<file path="config.mk">
export PLATFORM = sky130hd
export DESIGN_NAME = bkoc_ctrl
export DESIGN_NICKNAME = d
export VERILOG_FILES = /design/src/shared/bkoc_pkg.sv /design/src/rtl/bkoc_ctrl.sv
export SDC_FILE = /design/constraint.sdc
export NUM_CORES = 1
export LEC_CHECK = 0
export BUFFER_PORTS_ARGS = -buffer_cell sky130_fd_sc_hd__buf_2
export CAP_MARGIN = 0
export CORE_ASPECT_RATIO = 1.5
export CORE_UTILIZATION = 59
export DETAILED_ROUTE_END_ITERATION = 16
export PLACE_DENSITY = 0.95
export SLEW_MARGIN = 5
export SYNTH_ARGS = -nofsm -noshare
export SYNTH_HDL_FRONTEND = slang
export SYNTH_SLANG_ARGS = --single-unit
</file>
<file path="constraint.sdc">
create_clock -name clock_i -period 5.7 [get_ports clock_i]
set_input_delay 0 -clock clock_i [delete_from_list [all_inputs] [get_ports clock_i]]
set_output_delay 0 -clock clock_i [all_outputs]
set_load 0.005 [all_outputs]
</file>
<file path="src/shared/bkoc_pkg.sv">
// Constants, register map and state types of the buck protection and phase control block
package bkoc_pkg;

  // Clock and timing
  localparam int unsigned CLK_MHZ      = 50;
  localparam int unsigned DEAD_TIME_NS = 40;
  localparam logic [3:0]  DEAD_CYC     = 4'((DEAD_TIME_NS * CLK_MHZ + 999) / 1000);
  localparam logic [3:0]  OSC_LAST     = 4'h7;   // Internal oscillator wraps every 8 clocks
  localparam logic [3:0]  OSC_HALF     = 4'h4;   // Half period marks the 180 degree point
  localparam logic [4:0]  SYNC_GAP     = 5'h10;  // Missing sync edges for this long drops lock
  localparam logic [1:0]  LOCK_EDGES   = 2'h2;   // Sync edges seen before locking on

  // Overcurrent and hiccup counts
  localparam logic [9:0]  OVL_LAST     = 10'h1FF; // 512th limited cycle
  localparam logic [1:0]  CLEAN_LAST   = 2'h3;    // 4th clean cycle in a row
  localparam logic [4:0]  CLAMP_EVENTS = 5'h10;   // 16 events arm the clamp
  localparam int unsigned HICCUP_OFF   = 16384;

  // Decoded strap codes from the strap window comparator
  localparam logic [2:0]  STRAP_P_SINGLE   = 3'h0;
  localparam logic [2:0]  STRAP_P_SPREAD   = 3'h1;
  localparam logic [2:0]  STRAP_P_DUAL     = 3'h2;
  localparam logic [2:0]  STRAP_P_DUAL_SPR = 3'h3;
  localparam logic [2:0]  STRAP_SECONDARY  = 3'h4;

  // Register byte offsets
  localparam logic [3:0]  REG_CTRL   = 4'h0;
  localparam logic [3:0]  REG_DEAD   = 4'h4;
  localparam logic [3:0]  REG_STATUS = 4'h8;
  localparam logic [3:0]  REG_COUNT  = 4'hC;

  // Field positions and reset values
  localparam int unsigned CTRL_DRIVE_BIT = 0;
  localparam int unsigned CTRL_SYNC_BIT  = 1;
  localparam logic [1:0]  CTRL_RESET     = 2'h3;
  localparam int unsigned COUNT_OFF_LSB  = 16;

  // Gate drive sequencer states
  typedef enum logic [2:0] {
    GATE_OFF,
    GATE_HS,
    GATE_HS_FALL,
    GATE_DEAD,
    GATE_LS,
    GATE_LS_FALL
  } bkoc_gate_t;

endpackage : bkoc_pkg

</file>
<file path="src/rtl/bkoc_ctrl.sv">
// Buck controller protection, gate sequencing, strap decode and phase sync logic
// Operation
// [RULE_01] Sense above 60 mV ends the high-side pulse at once within the cycle.
// [RULE_02] During overcurrent the soft-start level is clamped 150 mV above feedback.
// [RULE_03] Clamp engages only after sixteen overcurrent events are counted.
// [RULE_04] Overload gives 512 cycles of cycle-by-cycle limiting before hiccup.
// [RULE_05] Four consecutive clean cycles return the 512-cycle counter to zero.
// [RULE_06] Expiry pulls soft start low, stops both drives, starts off-time count.
// [RULE_07] Off-time count reaching 16384 releases soft start and restarts output.
// [RULE_08] Hiccup is inhibited during soft start until feedback passes 0.4 V.
// [RULE_09] Low side turns on only after high side falls below 2 V plus delay.
// [RULE_10] High side turns on only after low side falls below 2 V.
// [RULE_11] Strap latched when bias passes 3.3 V; changes need a power cycle.
// [RULE_12] Five strap values select primary, spreading, dual phase or secondary.
// [RULE_13] Primary with spreading never locks to an external clock.
// [RULE_14] Secondary disables its error amplifier, leaving its output floating.
// [RULE_15] Dual phase forbids internal compensation; external only.
// [RULE_16] Dual-phase primary drives a 180 degree shifted clock on power-good pin.
// [RULE_17] Secondary switches on primary clock; frequency resistor only sets slope.
// [RULE_18] System enables both controllers together; secondary enable may shed phase.
// [RULE_19] Pulse skip or forced PWM needs both mode pins tied alike.
// [RULE_20] External clock on primary requires secondary strapped for forced PWM.
// [RULE_21] External sync appearing after start-up locks after two clock cycles.
// [RULE_22] Pulse skipping primary stops its sync clock output.
// [RULE_23] Re-enabled secondary pulls soft start low and soft-starts normally.
// [RULE_24] Counters step once per switching cycle and clear at power-on.
`timescale 1ns/1ps
`default_nettype none

module bkoc_ctrl #(
  parameter int unsigned HICCUP_OFF_CYCLES = bkoc_pkg::HICCUP_OFF
) (
  input  wire logic        clock_i,
  input  wire logic        rst_i,
  // Analog comparator results, asynchronous to clock_i
  input  wire logic        over_limit_i,          // Sense above 60 mV
  input  wire logic        pwm_reset_i,           // PWM comparator ends on time
  input  wire logic        fb_above_i,            // Feedback above 0.4 V
  input  wire logic        hs_below_i,            // High-side gate below 2 V
  input  wire logic        ls_below_i,            // Low-side gate below 2 V
  input  wire logic        bias_ok_i,             // Bias above 3.3 V
  input  wire logic [2:0]  config_strap_i,        // Decoded strap code
  input  wire logic        enable_i,              // Enable pin above threshold
  input  wire logic        light_load_sync_pin_i, // Mode level or sync clock
  input  wire logic        skipping_i,            // Pulses being skipped
  input  wire logic        power_good_i,          // Output in regulation
  // Avalon-MM slave
  input  wire logic [3:0]  avs_address_i,
  input  wire logic        avs_read_i,
  input  wire logic        avs_write_i,
  input  wire logic [31:0] avs_writedata_i,
  input  wire logic [3:0]  avs_byteenable_i,
  output logic      [31:0] avs_readdata_o,
  output logic             avs_waitrequest_o,
  // Drives and controls
  output logic             high_side_drive_o,
  output logic             low_side_drive_o,
  output logic             soft_start_pull_low_o,
  output logic             ss_clamp_en_o,
  output logic             error_amp_enable_o,
  output logic             internal_comp_allow_o,
  output logic             spread_modulation_o,
  output logic             power_good_sync_o,
  output logic             power_good_sync_oe_o
);
  import bkoc_pkg::*;

  // Two-flop synchronisers for every asynchronous input
  localparam int unsigned NSYNC = 13;
  logic [NSYNC-1:0] async_in;
  logic [NSYNC-1:0] meta_q;
  logic [NSYNC-1:0] sync_q;
  assign async_in = {config_strap_i, over_limit_i, pwm_reset_i, fb_above_i, hs_below_i,
                     ls_below_i, bias_ok_i, enable_i, light_load_sync_pin_i, skipping_i,
                     power_good_i};
  genvar gi;
  generate
    for (gi = 0; gi < NSYNC; gi++) begin : g_sync
      always_ff @(posedge clock_i) begin
        if (rst_i) begin
          meta_q[gi] <= 1'b0;
          sync_q[gi] <= 1'b0;
        end else begin
          meta_q[gi] <= async_in[gi];
          sync_q[gi] <= meta_q[gi];
        end
      end
    end
  endgenerate

  logic [2:0] strap_s;
  logic oc_s, pwmr_s, fb_s, hsb_s, lsb_s, bias_s, en_s, pin_s, skip_s, pg_s;
  assign {strap_s, oc_s, pwmr_s, fb_s, hsb_s, lsb_s, bias_s, en_s, pin_s, skip_s, pg_s} =
         sync_q;

  // Registers
  logic [1:0]  ctrl;
  logic [3:0]  dead_cfg;
  logic        cfg_done, cfg_secondary, cfg_spread, cfg_dual;
  logic        hiccup, ss_active, ext_locked, oc_seen, pin_q;
  logic [9:0]  ovl_cnt;
  logic [1:0]  clean_cnt;
  logic [4:0]  oc_events;
  logic [14:0] off_cnt;
  logic [3:0]  osc_cnt, phase_cnt, dead_cnt;
  logic [1:0]  lock_edges;
  logic [4:0]  gap_cnt;
  bkoc_gate_t  gate_st, next_gate;

  // Strap latch once bias is good; cleared only by reset or by losing bias
  always_ff @(posedge clock_i) begin
    if (rst_i || !bias_s) begin
      cfg_done      <= 1'b0;
      cfg_secondary <= 1'b0;
      cfg_spread    <= 1'b0;
      cfg_dual      <= 1'b0;
    end else if (!cfg_done) begin // [RULE_11]
      cfg_done      <= 1'b1;
      cfg_secondary <= (strap_s == STRAP_SECONDARY); // [RULE_12]
      cfg_spread    <= (strap_s == STRAP_P_SPREAD) || (strap_s == STRAP_P_DUAL_SPR);
      cfg_dual      <= (strap_s == STRAP_P_DUAL) || (strap_s == STRAP_P_DUAL_SPR)
                       || (strap_s == STRAP_SECONDARY);
    end
  end

  // Switching cycle source: own oscillator, external sync or the primary's clock
  logic pin_rise, osc_tick, cyc_start, sync_usable, run;
  assign pin_rise    = pin_s && !pin_q;
  assign osc_tick    = (osc_cnt == OSC_LAST);
  // Unlatched strap must not allow a lock that a spreading strap would then inherit
  assign sync_usable = cfg_done && !cfg_secondary && !cfg_spread && ctrl[CTRL_SYNC_BIT]; // [RULE_13]
  assign cyc_start   = (cfg_secondary || ext_locked) ? pin_rise : osc_tick; // [RULE_17]

  always_ff @(posedge clock_i) begin
    if (rst_i) begin
      pin_q   <= 1'b0;
      osc_cnt <= 4'h0;
    end else begin
      pin_q   <= pin_s;
      osc_cnt <= osc_tick ? 4'h0 : osc_cnt + 4'h1;
    end
  end

  // Lock after two sync edges; a long gap falls back to the oscillator
  always_ff @(posedge clock_i) begin
    if (rst_i || !sync_usable) begin
      ext_locked <= 1'b0;
      lock_edges <= 2'h0;
      gap_cnt    <= 5'h0;
    end else if (pin_rise) begin
      gap_cnt <= 5'h0;
      if (lock_edges == LOCK_EDGES - 2'h1) begin
        ext_locked <= 1'b1; // [RULE_21]
      end else begin
        lock_edges <= lock_edges + 2'h1;
      end
    end else if (gap_cnt == SYNC_GAP) begin
      ext_locked <= 1'b0;
      lock_edges <= 2'h0;
    end else begin
      gap_cnt <= gap_cnt + 5'h1;
    end
  end

  // Overcurrent seen anywhere in the current cycle; a new event beats the clear
  logic oc_now, inhibit;
  assign oc_now  = oc_seen || oc_s;
  assign inhibit = ss_active && !fb_s;
  always_ff @(posedge clock_i) begin
    if (rst_i) begin
      oc_seen <= 1'b0;
    end else begin
      oc_seen <= oc_s || (oc_seen && !cyc_start);
    end
  end

  // Overload counter with clean-cycle reset, clamp event counter
  always_ff @(posedge clock_i) begin
    if (rst_i || hiccup) begin // [RULE_24]
      ovl_cnt   <= 10'h0;
      clean_cnt <= 2'h0;
      oc_events <= 5'h0;
    end else if (cyc_start) begin
      if (oc_now) begin
        clean_cnt <= 2'h0;
        if (ovl_cnt != OVL_LAST) begin
          ovl_cnt <= ovl_cnt + 10'h1; // [RULE_04]
        end else if (!inhibit) begin
          ovl_cnt <= 10'h0;
        end
        if (oc_events != CLAMP_EVENTS) begin
          oc_events <= oc_events + 5'h1; // [RULE_03]
        end
      end else if (clean_cnt == CLEAN_LAST) begin
        ovl_cnt   <= 10'h0; // [RULE_05]
        oc_events <= 5'h0;
      end else begin
        clean_cnt <= clean_cnt + 2'h1;
      end
    end
  end

  // Hiccup entry and off-time count; held off during soft start while feedback is below 0.4 V
  always_ff @(posedge clock_i) begin
    if (rst_i) begin
      hiccup  <= 1'b0;
      off_cnt <= 15'h0;
    end else if (!hiccup) begin
      off_cnt <= 15'h0;
      hiccup  <= cyc_start && oc_now && (ovl_cnt == OVL_LAST) && !inhibit; // [RULE_06] [RULE_08]
    end else if (cyc_start) begin
      if (off_cnt == 15'(HICCUP_OFF_CYCLES - 1)) begin
        hiccup  <= 1'b0; // [RULE_07]
        off_cnt <= 15'h0;
      end else begin
        off_cnt <= off_cnt + 15'h1;
      end
    end
  end

  // Soft start tracking: any pull-low restarts it, feedback above 0.4 V ends it
  always_ff @(posedge clock_i) begin
    if (rst_i || soft_start_pull_low_o) begin
      ss_active <= 1'b1;
    end else if (fb_s) begin
      ss_active <= 1'b0;
    end
  end

  // Soft start pull-low, clamp and amplifier controls
  always_ff @(posedge clock_i) begin
    if (rst_i) begin
      soft_start_pull_low_o <= 1'b1;
      ss_clamp_en_o         <= 1'b0;
      error_amp_enable_o    <= 1'b0;
      internal_comp_allow_o <= 1'b0;
      spread_modulation_o   <= 1'b0;
    end else begin
      soft_start_pull_low_o <= hiccup || !en_s || !cfg_done; // [RULE_06] [RULE_23]
      ss_clamp_en_o         <= (oc_events == CLAMP_EVENTS) && !hiccup; // [RULE_02]
      error_amp_enable_o    <= cfg_done && !cfg_secondary; // [RULE_14]
      internal_comp_allow_o <= cfg_done && !cfg_dual; // [RULE_15]
      spread_modulation_o   <= cfg_spread && !ext_locked;
    end
  end

  // Gate sequencer: each side waits for the other gate to read below 2 V
  assign run = cfg_done && en_s && ctrl[CTRL_DRIVE_BIT] && !hiccup && !soft_start_pull_low_o;
  always_comb begin
    next_gate = gate_st;
    case (gate_st)
      GATE_OFF:     if (run && cyc_start) next_gate = GATE_LS_FALL;
      GATE_LS_FALL: if (!run) next_gate = GATE_OFF;
                    else if (lsb_s) next_gate = GATE_HS; // [RULE_10]
      GATE_HS:      if (!run || oc_s || pwmr_s) next_gate = GATE_HS_FALL; // [RULE_01]
      GATE_HS_FALL: if (hsb_s) next_gate = GATE_DEAD;
      GATE_DEAD:    if (!hsb_s) next_gate = GATE_HS_FALL;
                    else if (!run) next_gate = GATE_OFF;
                    else if (dead_cnt >= dead_cfg) next_gate = GATE_LS; // [RULE_09]
      GATE_LS:      if (!run) next_gate = GATE_OFF;
                    else if (cyc_start) next_gate = GATE_LS_FALL;
      default:      next_gate = GATE_OFF;
    endcase
  end

  // State, dead-time counter and registered drives
  always_ff @(posedge clock_i) begin
    if (rst_i) begin
      gate_st           <= GATE_OFF;
      dead_cnt          <= 4'h0;
      high_side_drive_o <= 1'b0;
      low_side_drive_o  <= 1'b0;
    end else begin
      gate_st           <= next_gate;
      dead_cnt          <= (gate_st == GATE_DEAD) ? dead_cnt + 4'h1 : 4'h0;
      high_side_drive_o <= (next_gate == GATE_HS);
      low_side_drive_o  <= (next_gate == GATE_LS);
    end
  end

  // Power-good pin: shifted clock for a dual-phase primary, else open-drain status
  logic clk_mode;
  assign clk_mode = cfg_done && cfg_dual && !cfg_secondary && !skip_s; // [RULE_16] [RULE_22]
  always_ff @(posedge clock_i) begin
    if (rst_i) begin
      phase_cnt            <= 4'h0;
      power_good_sync_o    <= 1'b0;
      power_good_sync_oe_o <= 1'b0;
    end else begin
      phase_cnt <= cyc_start ? 4'h0 : ((phase_cnt == 4'hF) ? phase_cnt : phase_cnt + 4'h1);
      power_good_sync_o    <= clk_mode && (phase_cnt >= OSC_HALF);
      power_good_sync_oe_o <= clk_mode || !pg_s || !cfg_done;
    end
  end

  // Avalon slave: one wait state, answer on the edge waitrequest is low
  logic req;
  assign req = avs_read_i || avs_write_i;
  always_ff @(posedge clock_i) begin
    if (rst_i) begin
      avs_waitrequest_o <= 1'b1;
      avs_readdata_o    <= 32'h0;
    end else begin
      avs_waitrequest_o <= !(req && avs_waitrequest_o);
      if (avs_read_i && avs_waitrequest_o) begin
        case (avs_address_i)
          REG_CTRL:   avs_readdata_o <= {30'h0, ctrl};
          REG_DEAD:   avs_readdata_o <= {28'h0, dead_cfg};
          REG_STATUS: avs_readdata_o <= {24'h0, ss_active, ext_locked, ss_clamp_en_o, hiccup,
                                         cfg_dual, cfg_spread, cfg_secondary, cfg_done};
          REG_COUNT:  avs_readdata_o <= {1'b0, off_cnt, 6'h0, ovl_cnt};
          default:    avs_readdata_o <= 32'h0;
        endcase
      end
    end
  end

  // Register writes take effect on the completing edge
  always_ff @(posedge clock_i) begin
    if (rst_i) begin
      ctrl     <= CTRL_RESET;
      dead_cfg <= DEAD_CYC;
    end else if (avs_write_i && !avs_waitrequest_o && avs_byteenable_i[0]) begin
      if (avs_address_i == REG_CTRL) begin
        ctrl <= avs_writedata_i[1:0];
      end
      if (avs_address_i == REG_DEAD) begin
        dead_cfg <= avs_writedata_i[3:0];
      end
    end
  end
endmodule : bkoc_ctrl

`default_nettype wire

</file>
## Yosys cells after proc, flatten, opt, wreduce, memory -nomap -nowiden

Index checks and enable logic that the tools add are counted.

| storage, ports and cells | value |
|---|---|
| memory bits (read-only) | 0 |
| memory bits (writable) | 0 |
| output and inout bits | 42 |
| logic and storage cells | 210 |
| bits of input ports | 57 |
| bits in latches | 0 |
| memories | 0 |
| register bits | 137 |

| cells by class | value |
|---|---|
| shift-type cells | 0 |
| mux-type cells | 33 |
| $mul | 0 |
| $add $sub $neg | 9 |
| divide/modulo/power cells | 0 |
| $lt $le $gt $ge | 2 |
| reduce and logical (&&, ||, !) cells | 77 |
| eq/ne operators | 29 |
| bitwise operators | 2 |

Operators by type and width:

| operator | number |
|---|---|
| one-hot mux 31 bit (4 select lines) | 1 |
| 2-to-1 mux 10 bit | 4 |
| 2-to-1 mux 3 bit | 10 |
| logical AND 1 bit | 25 |
| zero test 1 bit | 19 |
| one-hot mux 3 bit (6 select lines) | 1 |
| logical OR 1 bit | 17 |
| adder 15 x 1 -> 15 bit, second input constant | 1 |
| equality test 15 x 14 -> 1 bit, second input constant | 1 |
| 2-to-1 mux 15 bit | 1 |
| 2-to-1 mux 5 bit | 3 |
| adder 4 x 1 -> 4 bit, second input constant | 3 |
| equality test 3 x 2 -> 1 bit, second input constant | 4 |
| equality test 3 bit, second input constant | 4 |
| equality test 4 bit, second input constant | 3 |
| adder 10 x 1 -> 10 bit, second input constant | 1 |
| adder 5 x 1 -> 5 bit, second input constant | 2 |
| equality test 10 x 9 -> 1 bit, second input constant | 1 |
| equality test 5 bit, second input constant | 2 |
| 2-to-1 mux 2 bit | 5 |
| != test 10 x 9 -> 1 bit, second input constant | 1 |
| AND reduction 2 bit | 5 |
| OR reduction 2 bit | 5 |
| equality test 3 x 1 -> 1 bit, second input constant | 3 |
| other kinds (16) | 30 |

## Longest topological paths before layout

| depth | value |
|---|---|
| depth after elaboration | 10 |
| mapped depth | 7 |
| mapped depth without buffers | 7 |

## Least setup slack after synthesis

Ideal clock, no wire load.

| timing path | value |
|---|---|
| path kind | register -> register |
| start point | register osc_cnt[0] |
| end point | register ovl_cnt[5] |
| buffers on the path | 0 |
| data required time | 5.628 ns |
| stages on the path, launching flop included | 7 |
| slack | 3.814 ns |
| clock period less this slack | 1.886 ns |
| data arrival time | 1.814 ns |
| path through | dfxtp_1 -> ha_1 -> and3b_1 -> mux2i_2 -> a211o_4 -> or4_1 -> a21oi_1 |

| on the way | value |
|---|---|
| word-level cells in the longest chain between the ends | 3 |

Ends and longest elaborated chain:

| element | RTL line | source |
|---|---|---|
| from (decl) | bkoc_ctrl.sv:105 | `logic [3:0] osc_cnt, phase_cnt, dead_cnt;` |
| from (signal assigned) | bkoc_ctrl.sv:140 | `osc_cnt <= osc_tick ? 4'h0 : osc_cnt + 4'h1;` |
| equality test 4 x 3 -> 1 bit | bkoc_ctrl.sv:129 | `assign osc_tick = (osc_cnt == OSC_LAST);` |
| 2-to-1 mux 1 bit | bkoc_ctrl.sv:132 | `assign cyc_start = (cfg_secondary \|\| ext_locked) ? pin_rise : osc_tick;` |
| AND reduction 3 bit (no line) | -- |  |
| to (signal assigned) | bkoc_ctrl.sv:187 | `ovl_cnt <= ovl_cnt + 10'h1;` |
| to (decl) | bkoc_ctrl.sv:101 | `logic [9:0] ovl_cnt;` |

Every way passes these cells.
A chain may end at the register's enable or synchronous reset.

## Final worst setup path

Ends and elaborated chain as after synthesis.

==> summary.txt <==
Outcome
  – Status: finished clean

Final layout
  – Final cell count without fillers: approximately 760
  – Antenna cells: 0
  – Layout fillers: roughly 580
  – Final nets: between 700 and 800
  – Post-layout util: 0.742
  – Multi-input logic area: approximately 2400 um^2
  – P&R area growth vs syn: 20.9%
  – Sequential cell area: approximately 2600 um^2
  – Layout cells sized above 1: 0.166

Detailed routing
  – First-pass DRT Iterations: 5
  – Post-DR wirelength/cell: around 17 um
  – Initial DRC Count: between 300 and 400
  – Routed Antenna Nets: 0
  – Via count: ~4500
  – Routed wire length: ~13 mm
  – Via/cell ratio: roughly 6.0
  – Post-route DRC: 0

Critical path
  – Largest fanout on the critical path: 24
  – Critical path class: register to register
  – CP Cell Sequence: ha_1 -> and3b_1 -> mux2i_2 -> buf_4 -> a211o_4 -> o21ai_1 -> a21oi_1
  – Critical path's largest stage delay: approximately 0.54 ns
  – Origin of the worst setup path: osc_cnt[0]
  – Slowest CP cell: o21ai_1
  – R2r startpoint: osc_cnt[0]
  – Buf/Inv on CP: 1
  – CP endpoint kind: register
  – Worst path required time: 5.97 ns
  – CP delay by family, top: compound AO/OA/AOI/OAI gates
  – CP Data Arrival Time: between 2 and 3 ns
  – Type of origin of the critical path: register

Synth
  – EDFF count, synth: 0
  – Post-synthesis sequential area ratio: 0.498
  – Avg Cell Area, Syn: ~9.4 um^2
  – Ys Warns: 0
  – Synth Cell Area: 5230 um^2
  – Yosys cell types: 60
  – Share of flip-flops with an asynchronous set or reset: 0
  – Main synth FF type: dfxtp_1
  – Yosys reg bits: between 100 and 150
  – Cells after Synth: 558

Placed design
  – Placed cell count: approximately 700
  – Final HPWL DP: about 8 mm
  – Port Buffers: 60
  – Gpl congestion: 0.925

Timing
  – Fmax: 0.393 GHz
  – Worst Max-Slew Pin Slew: between 1 and 1.5 ns
  – Final setup fails: 0
  – Fin. max-slew vios: 0
  – Slew Limit Headroom: 0.259
  – Fin crit period: about 2.5 ns
  – Clock Skews: approximately 0.0050 ns
  – Final Hold Slack: around 0.012 ns
  – Fin crit share: 0.447
  – RSZ-0062 raised after global routing: no
  – Setup TNS: 0 ns
  – Hold Vio Cnt, Final: 0

Min path
  – Hold Crit Class: input pin to register
  – Hold Path Origin: avs_address_i[1]

Floorplanning
  – Num rows: slightly above 40
  – Die Area: between 9000 and 10000 um^2
  – Die Ht: 117 um
  – Core area: ~8500 um^2
  – Num ports: between 90 and 100
  – Width of the chip: 78.8 um
  – Initial core utilization: 0.614

Power and ir drop
  – Power Density: between 300 and 400 nW/um^2
  – P_leak: between 2 and 3 nW
  – VDD IR max: between 0.2 and 0.3 mV

Clock network
  – CTS sink cnt: 130
  – Clk root buf: clkbuf_16
  – H-tree depth: 4
  – Hold-fix buffers at CTS: 20
  – CTS tree: yes
  – CTS clk-pin slew, worst paths: about 0.050 ns
  – Worst-Skew Late Latency: 0.42 ns
  – Setup repair bufs after CTS: 0
  – Num CTS Buffers: 17
  – Clock Path Buffers: 2
  – Post_cts resized: 0

Global routing
  – Largest net degree at the start of global routing: between 70 and 80
  – Initial antenna violation count: 0
  – Global-route usage over all layers: 0.301
  – First-pass GRT wire length: roughly 21 mm
  – Total congestion overflow: 0
  – Number of global-route vias before repair: about 4500

Job
  – Max-Cap Viols: 0
[layer usage]
| metal | global-route usage | part of all wire | routed length [um] | vias up |
|---|---|---|---|---|
| met2 | 0.528 | 0.52 | 6920 | 201 |
| met5 | 0 | 0 | 0 | - |
| met1 | 0.320 | 0.38 | 5060 | 2180 |
| li1 | - | - | - | 2095 |
| met3 | 0.0806 | 0.052 | 689 | 53 |
| met4 | 0.193 | 0.040 | 533 | 0 |
[kinds of logic after synthesis]
family | count (synthesis) | synth area share
XOR/XNOR | 25 | 0.0419
flip-flops | 130 | 0.498
AO/OA/AOI/OAI | 85 | 0.105
multiplexers | 18 | 0.0405
adder cells (fa/ha/maj) | 15 | 0.0359
other | 1 | 0.000718
AND/OR/NAND/NOR | 239 | 0.238
buffers and inverters | 45 | 0.0397
[synth_stat cells (3+ instances only)]
library cell	n	area, um^2
dfxtp_1	130	2600
a21oi_1	27	135
inv_1	16	60.1
or4_1	3	22.5
nor2_1	82	308
nor4b_1	6	52.6
nor4_1	5	31.3
nand4_1	3	18.8
xor2_1	6	52.6
ha_1	15	188
nor3_1	20	100
nand2b_1	4	25.0
o21ai_0	16	80.1
o31ai_1	4	30.0
nor2b_1	29	181
buf_1	4	15.0
xnor2_1	19	166
nor3b_1	7	52.6
a22oi_1	22	165
mux2i_1	13	130
nand3_1	22	110
clkbuf_1	14	52.6
nand2_1	30	113
buf_4	8	60.1
or3_1	11	68.8
[worst reg2reg max path: cells and delay by family, from the launching register on]
family                   cells  cell delay [ns]
flip-flops                   1             0.36
adder cells (fa/ha/maj)      1             0.23
buffers and inverters        1             0.24
AND/OR/NAND/NOR              1             0.30
AO/OA/AOI/OAI                3             1.09
multiplexers                 1             0.15
[placed cells by master (no fill, tap or decap), types with 5 or more instances in the layout]
master         netlist  final
o21ai_0             16     16
clkbuf_16            0     17
xnor2_1             19     19
nor2b_1             29     29
nor2_1              82     82
ha_1                15     15
mux2i_1             13     13
inv_1               16     16
or3_1               11     11
dlygate4sd3_1        0     20
nor3b_1              7      7
xor2_1               6      6
nand3_1             22     22
conb_1               1      7
nor3_1              20     20
clkinv_2             0      5
buf_2                1     60
a21oi_1             27     27
dfxtp_1            130    130
nand2_1             30     30
nor4b_1              6      6
a22oi_1             22     22
nor4_1               5      5
[path summary, 6_finish.rpt]
kind	endpoint	slack, ns	depth (start not counted)
worst max-delay path	ovl_cnt[5]	3.15	7
worst min-delay path	avs_readdata_o[1]	0.01	4
worst max register to register	ovl_cnt[5]	3.15	7
worst min register to register	power_good_sync_o	0.43	1
[state kept, by name (all words and copies together) (netlist names), 4 cells and up]
name            cells
ovl_cnt            10
avs_readdata_o     25
dead_cnt            4
dead_cfg            4
osc_cnt             4
meta_q             13
gap_cnt             5
off_cnt            15
phase_cnt           4
oc_events           5
[power breakdown]
group          switching, mW  leakage [nW]  internal, mW
Combinational         0.0448          1.18        0.0343
Sequential           0.00933          1.06         0.924
Clock                  0.406         0.271         0.619
Total                  0.460          2.50          1.58
[final cells by class]
cell class | count | share of cell area
inverters | 17 | 0.0101
clock buffers | 19 | 0.0717
repair buffers | 82 | 0.0816
multi-input cells | 389 | 0.386
well taps | 107 | 0.0212
clock inverters | 13 | 0.0176
flip-flops and latches | 130 | 0.412
[stage by stage]
stage / worst slack [ns] / cell area (um^2) / power (mW)
3_3_place_gp: 3.48 / 5550 / 1.01
2_1_floorplan: 3.81 / 5250 / 0.998
3_5_place_dp: 3.31 / 5550 / 1.02
6_report: 3.15 / 6320 / 2.04
4_1_cts: 3.25 / 6320 / 2.04
5_1_grt: 3.06 / 6320 / 2.10
Note: power is estimated with default switching activity, not from simulation.
